==> config.mk <==
export PLATFORM = sky130hd
export DESIGN_NAME = eic_regs
export DESIGN_NICKNAME = d
export VERILOG_FILES = /design/src/inc/eic_pkg.sv /design/src/design/eic_regs.sv
export SDC_FILE = /design/constraint.sdc
export NUM_CORES = 1
export LEC_CHECK = 0
export ABC_CLOCK_PERIOD_IN_PS = 4100
export BUFFER_PORTS_ARGS = -buffer_cell sky130_fd_sc_hd__buf_2
export CAP_MARGIN = 10
export CORE_MARGIN = 2
export CORE_UTILIZATION = 60
export CTS_CLUSTER_DIAMETER = 40
export CTS_CLUSTER_SIZE = 24
export DETAILED_ROUTE_END_ITERATION = 6
export PLACE_DENSITY = 0.83
export SLEW_MARGIN = 25
export SYNTH_ARGS = -nofsm -noshare
export SYNTH_HDL_FRONTEND = slang
export SYNTH_SLANG_ARGS = --single-unit
==> constraint.sdc <==
create_clock -name clk_i -period 4.1 [get_ports clk_i]
set_input_delay 0.82 -clock clk_i [delete_from_list [all_inputs] [get_ports clk_i]]
set_output_delay 0.82 -clock clk_i [all_outputs]
set_load 0.03 [all_outputs]
==> src/inc/eic_pkg.sv <==
// Package with register map, field layout and constants of the interrupt block.
package eic_pkg;
  localparam int          ADDR_W          = 8;
  localparam int          NUM_PINS        = 32;
  localparam int          SYNC_CYCLES     = 3;
  localparam logic [7:0]  OFF_CONTROL_A   = 8'h00;
  localparam logic [7:0]  OFF_SYNC_BUSY   = 8'h04;
  localparam logic [7:0]  OFF_IRQ_CLEAR   = 8'h0C;
  localparam logic [7:0]  OFF_IRQ_SET     = 8'h10;
  localparam logic [7:0]  OFF_IRQ_FLAG    = 8'h14;
  localparam logic [7:0]  OFF_DEB_EN      = 8'h30;
  localparam logic [7:0]  OFF_DEB_PRESC   = 8'h34;
  localparam logic [7:0]  OFF_PIN_STATE   = 8'h38;
  localparam int          BIT_SOFTWARE_RESET_BIT       = 0;
  localparam int          BIT_ENABLE      = 1;
  localparam int          BIT_CLOCK_SOURCE_SELECT       = 4;
  localparam logic [7:0]  CONTROL_A_RST   = 8'h00;
  localparam logic [31:0] DEB_PRESC_MASK  = 32'h0001FFFF;
  localparam logic [31:0] WORD_ZERO       = 32'h00000000;
  localparam logic [31:0] BUSY_MASK       = 32'h00000003;
endpackage

==> src/design/eic_regs.sv <==
// External interrupt controller register interface on Avalon-MM.
`timescale 1ns/10ps
module eic_regs #(
  parameter int SYNC_CYCLES = eic_pkg::SYNC_CYCLES
) (
  // Clock and reset.
  input  wire logic        clk_i,
  input  wire logic        resetn_i,
  // Avalon-MM slave.
  input  wire logic [7:0]  avs_address_i,
  input  wire logic        avs_read_i,
  input  wire logic        avs_write_i,
  input  wire logic [31:0] avs_writedata_i,
  input  wire logic [3:0]  avs_byteenable_i,
  output logic      [31:0] avs_readdata_o,
  output logic             avs_waitrequest_o,
  // External pins.
  input  wire logic [31:0] pin_i,
  // Controller outputs.
  output logic             irq_o,
  output logic             ctrl_enable_o,
  output logic             clock_source_select_o,
  output logic [31:0]      debounce_enable_o,
  output logic [31:0]      debounce_prescaler_o
);

  logic [7:0]  control_a_r;
  logic [31:0] irq_en_r;
  logic [31:0] flag_r;
  logic [31:0] deb_en_r;
  logic [31:0] deb_presc_r;
  logic [31:0] pin_d_r;
  logic [31:0] pin_state_r;
  logic [31:0] rdata_r;
  logic [2:0]  busy_cnt_r;
  logic        rd_done_r;
  logic        wr_en;
  logic        rd_en;
  logic        software_reset_bit_req;
  logic [31:0] wmask;
  logic [31:0] wval;
  logic [31:0] rd_nxt;
  logic [31:0] rise;

  // Expands byte enables to a bit mask so any lane mix is served alone.
  function automatic logic [31:0] lane_mask(input logic [3:0] be);
    lane_mask = {{8{be[3]}}, {8{be[2]}}, {8{be[1]}}, {8{be[0]}}};
  endfunction

  // Writes take effect at once; reads wait one cycle for registered data.
  assign wmask = lane_mask(avs_byteenable_i);
  assign wval  = avs_writedata_i & wmask;
  assign wr_en = avs_write_i;
  assign rd_en = avs_read_i & ~rd_done_r;
  assign avs_waitrequest_o = avs_read_i & ~rd_done_r;
  assign software_reset_bit_req = wr_en && avs_address_i == eic_pkg::OFF_CONTROL_A &&
                     wval[eic_pkg::BIT_SOFTWARE_RESET_BIT];

  // Read handshake: answer lands one cycle after the request is seen.
  always_ff @(posedge clk_i or negedge resetn_i) begin
    if (!resetn_i) begin
      rd_done_r <= 1'b0;
    end else begin
      rd_done_r <= rd_en;
    end
  end

  // Control register; reset bit self-clears and reads zero.
  always_ff @(posedge clk_i or negedge resetn_i) begin
    if (!resetn_i) begin
      control_a_r <= eic_pkg::CONTROL_A_RST;
    end else if (software_reset_bit_req) begin
      control_a_r <= eic_pkg::CONTROL_A_RST;
    end else if (wr_en && avs_address_i == eic_pkg::OFF_CONTROL_A &&
                 avs_byteenable_i[0]) begin
      control_a_r[eic_pkg::BIT_ENABLE] <= wval[eic_pkg::BIT_ENABLE];
      control_a_r[eic_pkg::BIT_CLOCK_SOURCE_SELECT]  <= wval[eic_pkg::BIT_CLOCK_SOURCE_SELECT];
    end
  end

  // Busy counter models the crossing delay of the software reset and the enable bit; the clock
  // select write is direct and so never starts it.
  always_ff @(posedge clk_i or negedge resetn_i) begin
    if (!resetn_i) begin
      busy_cnt_r <= 3'h0;
    end else if (software_reset_bit_req || (wr_en &&
                 avs_address_i == eic_pkg::OFF_CONTROL_A &&
                 avs_byteenable_i[0] &&
                 wval[eic_pkg::BIT_ENABLE] !=
                 control_a_r[eic_pkg::BIT_ENABLE])) begin
      busy_cnt_r <= 3'(SYNC_CYCLES);
    end else if (busy_cnt_r != 3'h0) begin
      busy_cnt_r <= busy_cnt_r - 3'h1;
    end
  end

  // One shared enable state behind both set and clear addresses.
  always_ff @(posedge clk_i or negedge resetn_i) begin
    if (!resetn_i) begin
      irq_en_r <= eic_pkg::WORD_ZERO;
    end else if (software_reset_bit_req) begin
      irq_en_r <= eic_pkg::WORD_ZERO;
    end else if (wr_en && avs_address_i == eic_pkg::OFF_IRQ_SET) begin
      irq_en_r <= irq_en_r | wval;
    end else if (wr_en && avs_address_i == eic_pkg::OFF_IRQ_CLEAR) begin
      irq_en_r <= irq_en_r & ~wval;
    end
  end

  // Enable-protected debounce configuration.
  always_ff @(posedge clk_i or negedge resetn_i) begin
    if (!resetn_i) begin
      deb_en_r    <= eic_pkg::WORD_ZERO;
      deb_presc_r <= eic_pkg::WORD_ZERO;
    end else if (software_reset_bit_req) begin
      deb_en_r    <= eic_pkg::WORD_ZERO;
      deb_presc_r <= eic_pkg::WORD_ZERO;
    end else if (wr_en && !control_a_r[eic_pkg::BIT_ENABLE]) begin
      if (avs_address_i == eic_pkg::OFF_DEB_EN) begin
        deb_en_r <= (deb_en_r & ~wmask) | wval;
      end
      if (avs_address_i == eic_pkg::OFF_DEB_PRESC) begin
        deb_presc_r <= ((deb_presc_r & ~wmask) | wval) &
                       eic_pkg::DEB_PRESC_MASK;
      end
    end
  end

  // Pin sampling and rising-edge flags; a new edge beats a same-cycle clear.
  assign rise = pin_i & ~pin_d_r;
  always_ff @(posedge clk_i or negedge resetn_i) begin
    if (!resetn_i) begin
      pin_d_r     <= eic_pkg::WORD_ZERO;
      pin_state_r <= eic_pkg::WORD_ZERO;
      flag_r      <= eic_pkg::WORD_ZERO;
    end else begin
      pin_d_r     <= pin_i;
      pin_state_r <= pin_i;
      if (software_reset_bit_req) begin
        flag_r <= eic_pkg::WORD_ZERO;
      end else if (wr_en && avs_address_i == eic_pkg::OFF_IRQ_FLAG) begin
        flag_r <= (flag_r & ~wval) |
                  (rise & {32{control_a_r[eic_pkg::BIT_ENABLE]}});
      end else begin
        flag_r <= flag_r |
                  (rise & {32{control_a_r[eic_pkg::BIT_ENABLE]}});
      end
    end
  end

  // Read mux; unmapped offsets read zero.
  always_comb begin
    rd_nxt = eic_pkg::WORD_ZERO;
    case (avs_address_i)
      eic_pkg::OFF_CONTROL_A: begin
        rd_nxt = {24'h000000, control_a_r & 8'hFE};
      end
      eic_pkg::OFF_SYNC_BUSY: begin
        rd_nxt = (busy_cnt_r != 3'h0) ? eic_pkg::BUSY_MASK
                                      : eic_pkg::WORD_ZERO;
      end
      eic_pkg::OFF_IRQ_CLEAR: rd_nxt = irq_en_r;
      eic_pkg::OFF_IRQ_SET:   rd_nxt = irq_en_r;
      eic_pkg::OFF_IRQ_FLAG:  rd_nxt = flag_r;
      eic_pkg::OFF_DEB_EN:    rd_nxt = deb_en_r;
      eic_pkg::OFF_DEB_PRESC: rd_nxt = deb_presc_r;
      eic_pkg::OFF_PIN_STATE: rd_nxt = pin_state_r;
      default:                rd_nxt = eic_pkg::WORD_ZERO;
    endcase
  end

  // Read data captured whole so a wide read is atomic.
  always_ff @(posedge clk_i or negedge resetn_i) begin
    if (!resetn_i) begin
      rdata_r <= eic_pkg::WORD_ZERO;
    end else if (rd_en) begin
      rdata_r <= rd_nxt & lane_mask(avs_byteenable_i);
    end
  end

  // Outputs.
  assign avs_readdata_o        = rdata_r;
  assign irq_o                 = |(flag_r & irq_en_r);
  assign ctrl_enable_o         = control_a_r[eic_pkg::BIT_ENABLE];
  assign clock_source_select_o = control_a_r[eic_pkg::BIT_CLOCK_SOURCE_SELECT];
  assign debounce_enable_o     = deb_en_r;
  assign debounce_prescaler_o  = deb_presc_r;

endmodule

Word-level counts from Yosys, hierarchy flattened:

Index checks and enable logic that the tools add are counted.

* add/sub/neg operators: 1
* equality and inequality tests: 8
* muxes and demuxes: 19
* bitwise logic cells: 19
* reduce and logical (&&, ||, !) cells: 22

Operators with widths (number)
* 2-to-1 mux 32 bit: 11
* AND 32 bit: 8
* one-hot mux 32 bit (7 select lines): 1
* bitwise OR 32 bit: 4
* NOT 32 bit: 3
* OR reduction 32 bit: 1
* == test 8 x 6 -> 1 bit, second input constant: 3
* AND 17 bit: 1
* bitwise OR 17 bit: 1
* == test 8 x 5 -> 1 bit, second input constant: 2
* nonzero test 2 bit: 5
* == test 8 x 3 -> 1 bit, second input constant: 1
* == test 8 x 4 -> 1 bit, second input constant: 1
* logical AND 1 bit: 8
* logical NOT 8 bit: 1
* 2-to-1 mux 3 bit: 2
* nonzero test 3 bit: 2
* 2-to-1 mux 1 bit: 4
* AND reduction 2 bit: 2
* subtractor 3 x 1 -> 3 bit, second input constant: 1
* 2-to-1 mux 2 bit: 1
* OR reduction 2 bit: 1
* AND 1 bit: 1
* logical NOT 1 bit: 1
* 3 further kinds: 3

* bits in registers: 198
* word-level logic and storage cells: 78

Longest topological paths before layout:

Gate-level depths: netlist (run 1).

* depth in word-level cells: 6
* depth in mapped cells: 7
* mapped depth without buffers: 6

Worst setup path before layout (run 1):

No wires, ideal clock.

* kind: input to output
* from: input port avs_read_i
* to: output port avs_waitrequest_o
* arrival: 1.581 ns
* setup slack: 1.699 ns
* cell stages on the path: 4
* path buffers: 2
* path through: nand2b_1 > clkbuf_1 > clkbuf_1 > inv_1

* longest elaborated chain between the ends: 1

Ends and longest elaborated chain
* start: declaration: line eic_regs.sv:11 `input wire logic avs_read_i,`
* AND 1 bit: line eic_regs.sv:55 `assign avs_waitrequest_o = avs_read_i & ~rd_done_r;`
* end: declaration: line eic_regs.sv:16 `output logic avs_waitrequest_o,`

No other way between the ends.

Worst setup path in the final report (run 1):

* from: register flag_r[21]
* to: output port irq_o

* longest elaborated chain between the ends: 2

Ends and longest elaborated chain
* start: declaration: line eic_regs.sv:29 `logic [31:0] flag_r;`
* start signal: assignment: line eic_regs.sv:135 `flag_r <= eic_pkg::WORD_ZERO;`
* start signal: assignment: line eic_regs.sv:140 `flag_r <= eic_pkg::WORD_ZERO;`
* start signal: assignment: line eic_regs.sv:142 `flag_r <= (flag_r & ~wval) |`
* AND 32 bit: line eic_regs.sv:183 `assign irq_o = |(flag_r & irq_en_r);`
* OR reduction 32 bit: line eic_regs.sv:183
* end: declaration: line eic_regs.sv:20 `output logic irq_o,`

No other way between the ends.

==> results of run 1 <==
per-stage QoR:
stage	setup WS, ns	cell area [um2]	util, %	cells	hold slack [ns]
global placement	1.06	9990	68.2	1192	0.468
detailed placement	0.993	9990	68.2	1192	0.474
global route	1.08	10600	72.2	1223	0.479
floorplan	1.70	9130	-	906	0.483
finish	1.07	10600	72.2	1223	0.423
CTS	1.08	10600	72.2	1222	0.455
per-layer routing:
| metal | routed length [um] | vias to the layer above | track usage, % |
|---|---|---|---|
| li1 | - | 3556 | - |
| met1 | 11000 | 4094 | 47.5 |
| met2 | 13100 | 576 | 55.3 |
| met3 | 3040 | 97 | 9.30 |
| met4 | 1000 | 0 | 15.1 |
| met5 | 0 | - | 0 |
final timing paths:
kind	from	endpoint	slack, ns	depth (start not counted)
worst min-delay path	resetn_i	pin_state_r[28]	0.42	1
worst max register to register	control_a_r[1]	debounce_enable_o[24]	1.54	4
worst max-delay path	flag_r[21]	irq_o	1.07	4
max in group asynchronous	resetn_i	debounce_prescaler_o[11]	2.77	2
min in group clk_i	avs_readdata_o[4]	avs_readdata_o[4]	0.49	2
worst min register to register	avs_readdata_o[4]	avs_readdata_o[4]	0.49	2
state kept, by name, indices dropped and copies added (netlist names):
register	flops
rd_done_r	1
flag_r	32
irq_en_r	32
pin_state_r	32
debounce_prescaler_o	17
avs_readdata_o	32
debounce_enable_o	32
busy_cnt_r	3
control_a_r	2
layout make-up:
class                   count  area [um2]
well taps                 184         230
fillers                  1087        4070
flip-flops and latches    183        4580
multi-input cells         604        4030
diodes                      1        2.50
inverters                  34         128
clock inverters             7        95.1
clock buffers              23         488
repair buffers            187        1020
synthesized netlist by cell type (3+ instances only):
cell / n / area [um2]
nand2_1: 63 / 236
o2111ai_1: 11 / 96.3
inv_1: 34 / 128
buf_2: 21 / 105
a32oi_1: 9 / 78.8
a21oi_1: 37 / 185
buf_1: 4 / 15.0
nor3b_1: 3 / 22.5
nand3_1: 14 / 70.1
nand4_1: 17 / 106
nand3b_1: 51 / 383
o211ai_1: 21 / 158
nor4_1: 3 / 18.8
mux2i_1: 67 / 671
buf_4: 16 / 120
nor2_1: 57 / 214
a22o_1: 11 / 96.3
a22oi_1: 30 / 225
or2_2: 3 / 18.8
a211oi_1: 10 / 75.1
nor2b_1: 7 / 43.8
dfrtp_1: 183 / 4580
o21ai_0: 75 / 375
clkbuf_1: 43 / 161
nand2b_1: 6 / 37.5
o22ai_1: 32 / 200
o2111a_1: 9 / 101
o32ai_1: 14 / 123
power groups by stage:
stage	combinational (mW)	sequential (mW)	clock, mW
2_1_floorplan	0.263	2.00	0
3_3_place_gp	0.444	2.00	0
3_5_place_dp	0.456	2.00	0
4_1_cts	0.460	1.97	1.65
5_1_grt	0.512	1.98	1.73
6_report	0.464	1.97	1.64
kinds of logic (layout without fill, tap and decap cells):
kind of cell / after synthesis / in the layout
buffers and inverters: 119 / 251
multiplexers: 67 / 67
AND/OR/NAND/NOR: 248 / 248
adder cells (fa/ha/maj): 2 / 2
AO/OA/AOI/OAI: 270 / 270
flip-flops: 183 / 183
XOR/XNOR: 2 / 2
other: 1 / 16
==> impl_metrics.py, run 1 <==
metrics = {
    "status": {
        "status": "finished, final reports clean",
    },
    "floorplan": {
        "core_um2": 14600,
        "io_pins": 180,
        "dieArea_um2": 16100,
        "die_h_um": 127,
        "start_util_pct": 62.0,
        "fp.dieW_um": 127,
        "rows": 44,
    },
    "sta": {
        "max_freq_mhz": 331,
        "clock_skew_ns": 0.00939,
        "final.setup.tns_ns": 0,
        "post-route-period-util_pct": 73.8,
        "rsz0062_at_grt": "false",
        "post-route-min-period_ns": 3.03,
        "slew_violations": 0,
        "tightest_slew_ns": 0.862,
        "slew_headroom_pct": 41.0,
        "setup_viol": 0,
        "hold_violations": 0,
    },
    "grt": {
        "grt_pass1_wl_mm": 43.9,
        "antenna_found_initial": 2,
        "grt_max_degree": 112,
        "track_usage_pct": 35.5,
        "grt_pass1_vias": 7956,
        "grt_overflow": 0,
    },
    "clock_tree": {
        "cts_buffer_depth": 2,
        "hold_buffers": 0,
        "post_cts_buffers": 0,
        "clock-sinks": 183,
        "cts_inserted_buffers": 17,
        "insertion_delay_ns": 0.44,
        "cts_tree": "built",
        "htreeDepth": 4,
        "cts.repair.resized": 0,
        "path_clk_slew_ns": 0.06,
        "cts-root-buf": "clkbuf_16",
    },
    "synthesis": {
        "synth-simple-area-share_pct": 15.4,
        "synth_edf_count": 0,
        "yosysWarnings": 0,
        "syn-cell-area_um2": 9080,
        "synth_top_family_by_area": "compound AO/OA/AOI/OAI gates",
        "muxShareOfSynthArea_pct": 7.39,
        "ys_seq_area_share_pct": 50.4,
        "synth_seq_cells": 183,
        "synthCells": 892,
        "synth_compound_area_share_pct": 20.3,
        "synth_fa_ha_area_share_pct": 0.276,
        "synth_cell_type_count": 62,
        "synth_xor_area_share_pct": 0.193,
        "ys.flop_type": "dfrtp_1",
        "syn_avg_cell_area_um2": 10.2,
        "ys_async_sr_fraction_pct": 100,
    },
    "final_layout": {
        "drive_gt1_share_pct": 22.4,
        "layout_commonest_cell": "dfrtp_1",
        "mostFrequentLayoutCells": "183 x dfrtp_1, 163 x buf_2, 75 x o21ai_0",
        "syn2layout_area_growth_pct": 16.5,
        "fin_nets": 1109,
    },
    "drt": {
        "first_iter_violations": 1051,
        "dr.pass1.iters": 5,
        "avgViaCountPerCell": 6.81,
        "drc": 0,
        "num_vias": 8323,
        "wl_mm": 28.1,
        "ant_nets": 0,
        "wl_per_cell_um": 23.0,
    },
    "placed_design": {
        "io_buffers": 164,
        "place_congestion": 0.953,
        "dpl.hpwl_mm": 18.4,
    },
    "power": {
        "power.internal_mw": 3.00,
        "cellLeakagePower_nw": 5.07,
        "p_switching_mw": 1.07,
        "ir_drop_v": 0.000304,
        "p_clk_share_pct": 40.2,
        "swShare_pct": 26.4,
        "p_seq_share_pct": 48.4,
        "power_frac_comb_pct": 11.4,
        "powerDensity_nw_per_um2": 385,
        "power_mw": 4.08,
    },
    "flow_run": {
        "drv_cap": 0,
    },
    "worst_setup_path": {
        "slowest_delay_ns": 0.61,
        "endpoint_kind": "output port",
        "arrival_ns": 2.21,
        "cp_slowest_cell": "or4_1",
        "critPathKind": "flip-flop to output port",
        "crit_family": "simple AND/OR/NAND/NOR gates",
        "crit_chain": "a22oi_1, nand4_1, or4_1, buf_2",
        "worst-path-buf-inv": 1,
        "cp-start-kind": "flip-flop",
        "crit_required_ns": 3.28,
        "critPathMaxFanout": 3,
    },
    "min_path": {
        "hp-class": "primary input to asynchronous set/reset pin",
    },
}
Note: power is estimated with default switching activity, not from simulation.
==> inputs of run 2 (changes only) <==
- ABC_CLOCK_PERIOD_IN_PS: 4100 -> 2700
- CORE_UTILIZATION: 60 -> 50
- PLACE_DENSITY: 0.83 -> 0.73
- clock period: 4.1 -> 2.7 ns (I/O delays scaled with it)
==> impl_metrics.py, run 2 (synthesized netlist as in run 1, its figures left out) <==
metrics = {
    "status": {
        "status": "finished, final reports clean",
    },
    "grt": {
        "grt_max_degree": 87,
        "grt_pass1_vias": 7782,
        "grt_overflow": 0,
        "track_usage_pct": 30.1,
        "grt_pass1_wl_mm": 45.1,
        "antenna_found_initial": 4,
    },
    "floorplan": {
        "rows": 49,
        "core_um2": 17900,
        "fp.dieW_um": 139,
        "dieArea_um2": 19300,
        "io_pins": 180,
        "die_h_um": 139,
        "start_util_pct": 50.7,
    },
    "sta": {
        "hold_violations": 0,
        "rsz0062_at_grt": "false",
        "setup_viol": 0,
        "max_freq_mhz": 374,
        "post-route-period-util_pct": 99.0,
        "slew_violations": 0,
        "post-route-min-period_ns": 2.67,
        "slew_headroom_pct": 51.5,
        "final.setup.tns_ns": 0,
        "tightest_slew_ns": 0.725,
        "clock_skew_ns": 0.00796,
    },
    "placed_design": {
        "io_buffers": 164,
        "place_congestion": 0.972,
        "numPlacedInstances": 1256,
        "dpl.hpwl_mm": 19.8,
    },
    "drt": {
        "m1WireLength_mm": 12.2,
        "route.met2.wl_mm": 13.4,
        "drc": 0,
        "wl_per_cell_um": 22.5,
        "num_vias": 8222,
        "highest_layer": "met4",
        "wl_mm": 29.1,
        "wl_met3_mm": 2.68,
        "ant_nets": 0,
        "avgViaCountPerCell": 6.36,
        "first_iter_violations": 983,
        "dr.pass1.iters": 5,
    },
    "final_layout": {
        "layout_commonest_cell": "dfrtp_1",
        "drive_gt1_share_pct": 24.2,
        "mostFrequentLayoutCells": "183 x dfrtp_1, 163 x buf_2, 75 x o21ai_0",
        "fill_cells": 1502,
        "instances_no_fill": 1293,
        "fin_nets": 1129,
        "syn2layout_area_growth_pct": 19.0,
    },
    "power": {
        "power.internal_mw": 4.49,
        "swShare_pct": 27.4,
        "power_frac_comb_pct": 11.6,
        "p_switching_mw": 1.69,
        "power_mw": 6.18,
        "p_clk_share_pct": 40.0,
        "p_seq_share_pct": 48.4,
        "powerDensity_nw_per_um2": 572,
        "cellLeakagePower_nw": 5.17,
        "ir_drop_v": 0.000485,
    },
    "clock_tree": {
        "htreeDepth": 4,
        "insertion_delay_ns": 0.45,
        "cts_buffer_depth": 2,
        "path_clk_slew_ns": 0.07,
        "cts_inserted_buffers": 17,
        "cts_tree": "built",
        "clock-sinks": 183,
        "post_cts_buffers": 0,
        "cts-root-buf": "clkbuf_16",
    },
    "worst_setup_path": {
        "endpoint_kind": "output port",
        "critPathMaxFanout": 3,
        "crit_required_ns": 2.16,
        "critPathKind": "flip-flop to output port",
        "arrival_ns": 2.13,
        "cp-start-kind": "flip-flop",
    },
    "min_path": {
        "hp-class": "primary input to flip-flop",
    },
    "flow_run": {
        "drv_cap": 0,
    },
}
==> run 2: layout make-up <==
cell class                      count  area, um2  area share, %
Clock buffer                       22        484           4.48
Timing Repair Buffer              207       1190           11.0
Sequential cell                   183       4580           42.4
Tap cell                          229        287           2.65
Clock inverter                     10       95.1          0.880
Inverter                           34        128           1.18
Multi-Input combinational cell    604       4030           37.3
Antenna cell                        4       10.0         0.0926
==> run 2: power groups by stage <==
stage / Clock, mW / Sequential [mW] / Combinational [mW]
2_1_floorplan: 0 / 3.03 / 0.399
3_3_place_gp: 0 / 3.03 / 0.691
3_5_place_dp: 0 / 3.03 / 0.707
4_1_cts: 2.49 / 2.98 / 0.712
5_1_grt: 2.61 / 3.00 / 0.780
6_report: 2.47 / 2.99 / 0.716
==> run 2: timing repair <==
action / CTS / global route
hold endpoints to repair: 23 / 0
endpoints found under the setup margin: 1 / 0
hold buffers: 1 / 0
resized for setup: 1 / 0
==> run 2: worst paths after layout <==
kind                                    startpoint  slack (ns)                     to  cells past startpoint
min in group asynchronous                 resetn_i        0.52  debounce_enable_o[31]                      2
worst min-delay path                     pin_i[17]        0.21        pin_state_r[17]                      1
max in group asynchronous                 resetn_i        1.43  debounce_enable_o[11]                      3
worst min register to register  avs_readdata_o[19]        0.50     avs_readdata_o[19]                      2
worst max-delay path                    flag_r[21]        0.03                  irq_o                      4
worst max register to register           rd_done_r        0.45     avs_readdata_o[23]                      5
==> run 2: through the flow <==
stage	instance area [um2]	hold WS, ns	setup slack, ns	utilization, %
2_1_floorplan	9130	0.244	0.633	-
3_3_place_gp	10200	0.421	0.270	57.0
3_5_place_dp	10200	0.418	0.207	57.0
4_1_cts	10800	0.202	0.0570	60.3
5_1_grt	10800	0.206	0.0341	60.3
6_report	10800	0.213	0.0271	60.4
==> run 2: routing by layer <==
| metal | track usage, % | vias to the layer above |
|---|---|---|
| met4 | 10.8 | 0 |
| met3 | 6.22 | 67 |
| met2 | 45.8 | 476 |
| li1 | - | 3608 |
| met5 | 0 | - |
| met1 | 43.0 | 4071 |
==> run 2: worst max-delay path, stage by stage (launching register included) <==
cell and delay (ns):
dfrtp_1 0.43, a22oi_2 0.28, nand4_1 0.18, or4_1 0.60, buf_2 0.21
==> inputs of run 3 (changes only) <==
- SETUP_SLACK_MARGIN: not set -> 0.5
==> impl_metrics.py, run 3 (synthesized netlist as in run 1, its figures left out) <==
metrics = {
    "worst_setup_path": {
        "crit_chain": "a22oi_2, nand4_1, or4_4, buf_6",
        "arrival_ns": 1.99,
        "cp_slowest_cell": "or4_4",
        "cp-start-kind": "flip-flop",
        "endpoint_kind": "output port",
        "critPathMaxFanout": 3,
        "slowest_delay_ns": 0.53,
        "reg2reg_slack_ns": 0.59,
        "critPathKind": "flip-flop to output port",
        "crit_required_ns": 2.16,
    },
    "final_layout": {
        "drive_gt1_share_pct": 25.2,
        "regArea_um2": 4580,
        "mostFrequentLayoutCells": "183 x dfrtp_1, 162 x buf_2, 75 x o21ai_0",
        "multiInputGateArea_um2": 4060,
        "syn2layout_area_growth_pct": 19.9,
        "layout_commonest_cell": "dfrtp_1",
        "fin_nets": 1136,
        "fill_cells": 1490,
    },
    "grt": {
        "antenna_found_initial": 4,
        "grt_max_degree": 87,
        "grt_pass1_vias": 7807,
        "grt_util_met2_pct": 46.0,
        "grt_overflow": 0,
        "grt_pass1_wl_mm": 45.2,
        "track_usage_pct": 30.1,
        "top_usage_layer": "met2",
        "grt_util_met3_pct": 6.22,
        "met1_usage_pct": 42.9,
    },
    "clock_tree": {
        "cts_tree": "built",
        "path_clk_slew_ns": 0.07,
        "clock-sinks": 183,
        "cts-root-buf": "clkbuf_16",
        "insertion_delay_ns": 0.45,
        "htreeDepth": 4,
        "cts_inserted_buffers": 17,
        "cts_buffer_depth": 2,
    },
    "drt": {
        "dr.pass1.iters": 7,
        "first_iter_violations": 1031,
        "wl_per_cell_um": 22.4,
        "avgViaCountPerCell": 6.32,
        "drc": 0,
        "num_vias": 8211,
        "wl_mm": 29.2,
        "ant_nets": 0,
    },
    "floorplan": {
        "rows": 49,
        "io_pins": 180,
        "fp.dieW_um": 139,
        "core_um2": 17900,
        "start_util_pct": 50.7,
        "dieArea_um2": 19300,
        "die_h_um": 139,
    },
    "placed_design": {
        "place_congestion": 0.972,
        "dpl.hpwl_mm": 19.8,
        "post-place-ws_ns": 0.207,
        "io_buffers": 164,
    },
    "power": {
        "swShare_pct": 27.6,
        "p_clk_share_pct": 40.0,
        "p_seq_share_pct": 48.2,
        "power_mw": 6.21,
        "ir_drop_v": 0.000491,
        "cellLeakagePower_nw": 5.21,
        "p_switching_mw": 1.71,
        "power_frac_comb_pct": 11.8,
        "powerDensity_nw_per_um2": 570,
        "power.internal_mw": 4.50,
    },
    "sta": {
        "whs_ns": 0.210,
        "setup_viol": 0,
        "slew_violations": 0,
        "max_freq_mhz": 396,
        "post-route-period-util_pct": 93.6,
        "setup_ws_ns": 0.172,
        "clock_skew_ns": 0.00704,
        "tightest_slew_ns": 0.714,
        "slew_headroom_pct": 52.2,
        "post-route-min-period_ns": 2.53,
        "rsz0062_at_grt": "true",
        "hold_violations": 0,
        "final.setup.tns_ns": 0,
    },
    "status": {
        "status": "finished, final reports clean",
    },
    "min_path": {
        "hp-class": "primary input to flip-flop",
    },
    "flow_run": {
        "drv_cap": 0,
    },
}
==> run 3: path summary, 6_finish.rpt <==
path	startpoint	endpoint	cells after the start
max	flag_r[13]	irq_o	4
min	pin_i[17]	pin_state_r[17]	1
max reg2reg	rd_done_r	avs_readdata_o[5]	5
min reg2reg	avs_readdata_o[19]	avs_readdata_o[19]	2
max in group asynchronous	resetn_i	debounce_enable_o[11]	3
min in group asynchronous	resetn_i	debounce_enable_o[31]	2
==> run 3: layout make-up <==
cell class / count / area share (%)
clock inverter: 10 / 0.873
timing repair buffer: 214 / 11.5
tap: 229 / 2.63
inverter: 34 / 1.17
sequential: 183 / 42.1
antenna: 4 / 0.0919
multi-input combinational: 604 / 37.3
clock buffer: 22 / 4.45
==> run 3: repair_timing <==
item,in CTS,in global routing
hold endpoints to repair,23,0
endpoints found under the setup margin,6,2
resized for setup,7,1
buffers inserted,3,4
hold buffers,1,0
pin swaps,6,4
==> run 3: critical path, delay by kind of cell, from the launching register on <==
| kind | cells | cell delay (ns) |
|---|---|---|
| AOI/OAI and AO/OA | 1 | 0.26 |
| buffers and inverters | 1 | 0.16 |
| DFF | 1 | 0.43 |
| and+or+nand+nor | 2 | 0.70 |
==> run 3: power by group through the flow <==
stage          clock network (mW)  registers, mW  logic, mW
3_3_place_gp                    0           3.03      0.691
5_1_grt                      2.61           3.00      0.798
6_report                     2.49           2.99      0.733
4_1_cts                      2.49           2.99      0.724
3_5_place_dp                    0           3.03      0.707
2_1_floorplan                   0           3.03      0.399
==> run 3: layer usage <==
metal  vias up  wire length [um]
met1      4073             12400
met4         0               879
met3        69              2510
met5         -                 0
li1       3618                 -
met2       451             13400
==> run 3: through the flow <==
step,instance area (um2),util [%],instances
2_1_floorplan,9130,-,906
3_3_place_gp,10200,57.0,1256
3_5_place_dp,10200,57.0,1256
4_1_cts,10800,60.6,1292
5_1_grt,10900,60.8,1299
6_report,10900,60.8,1300
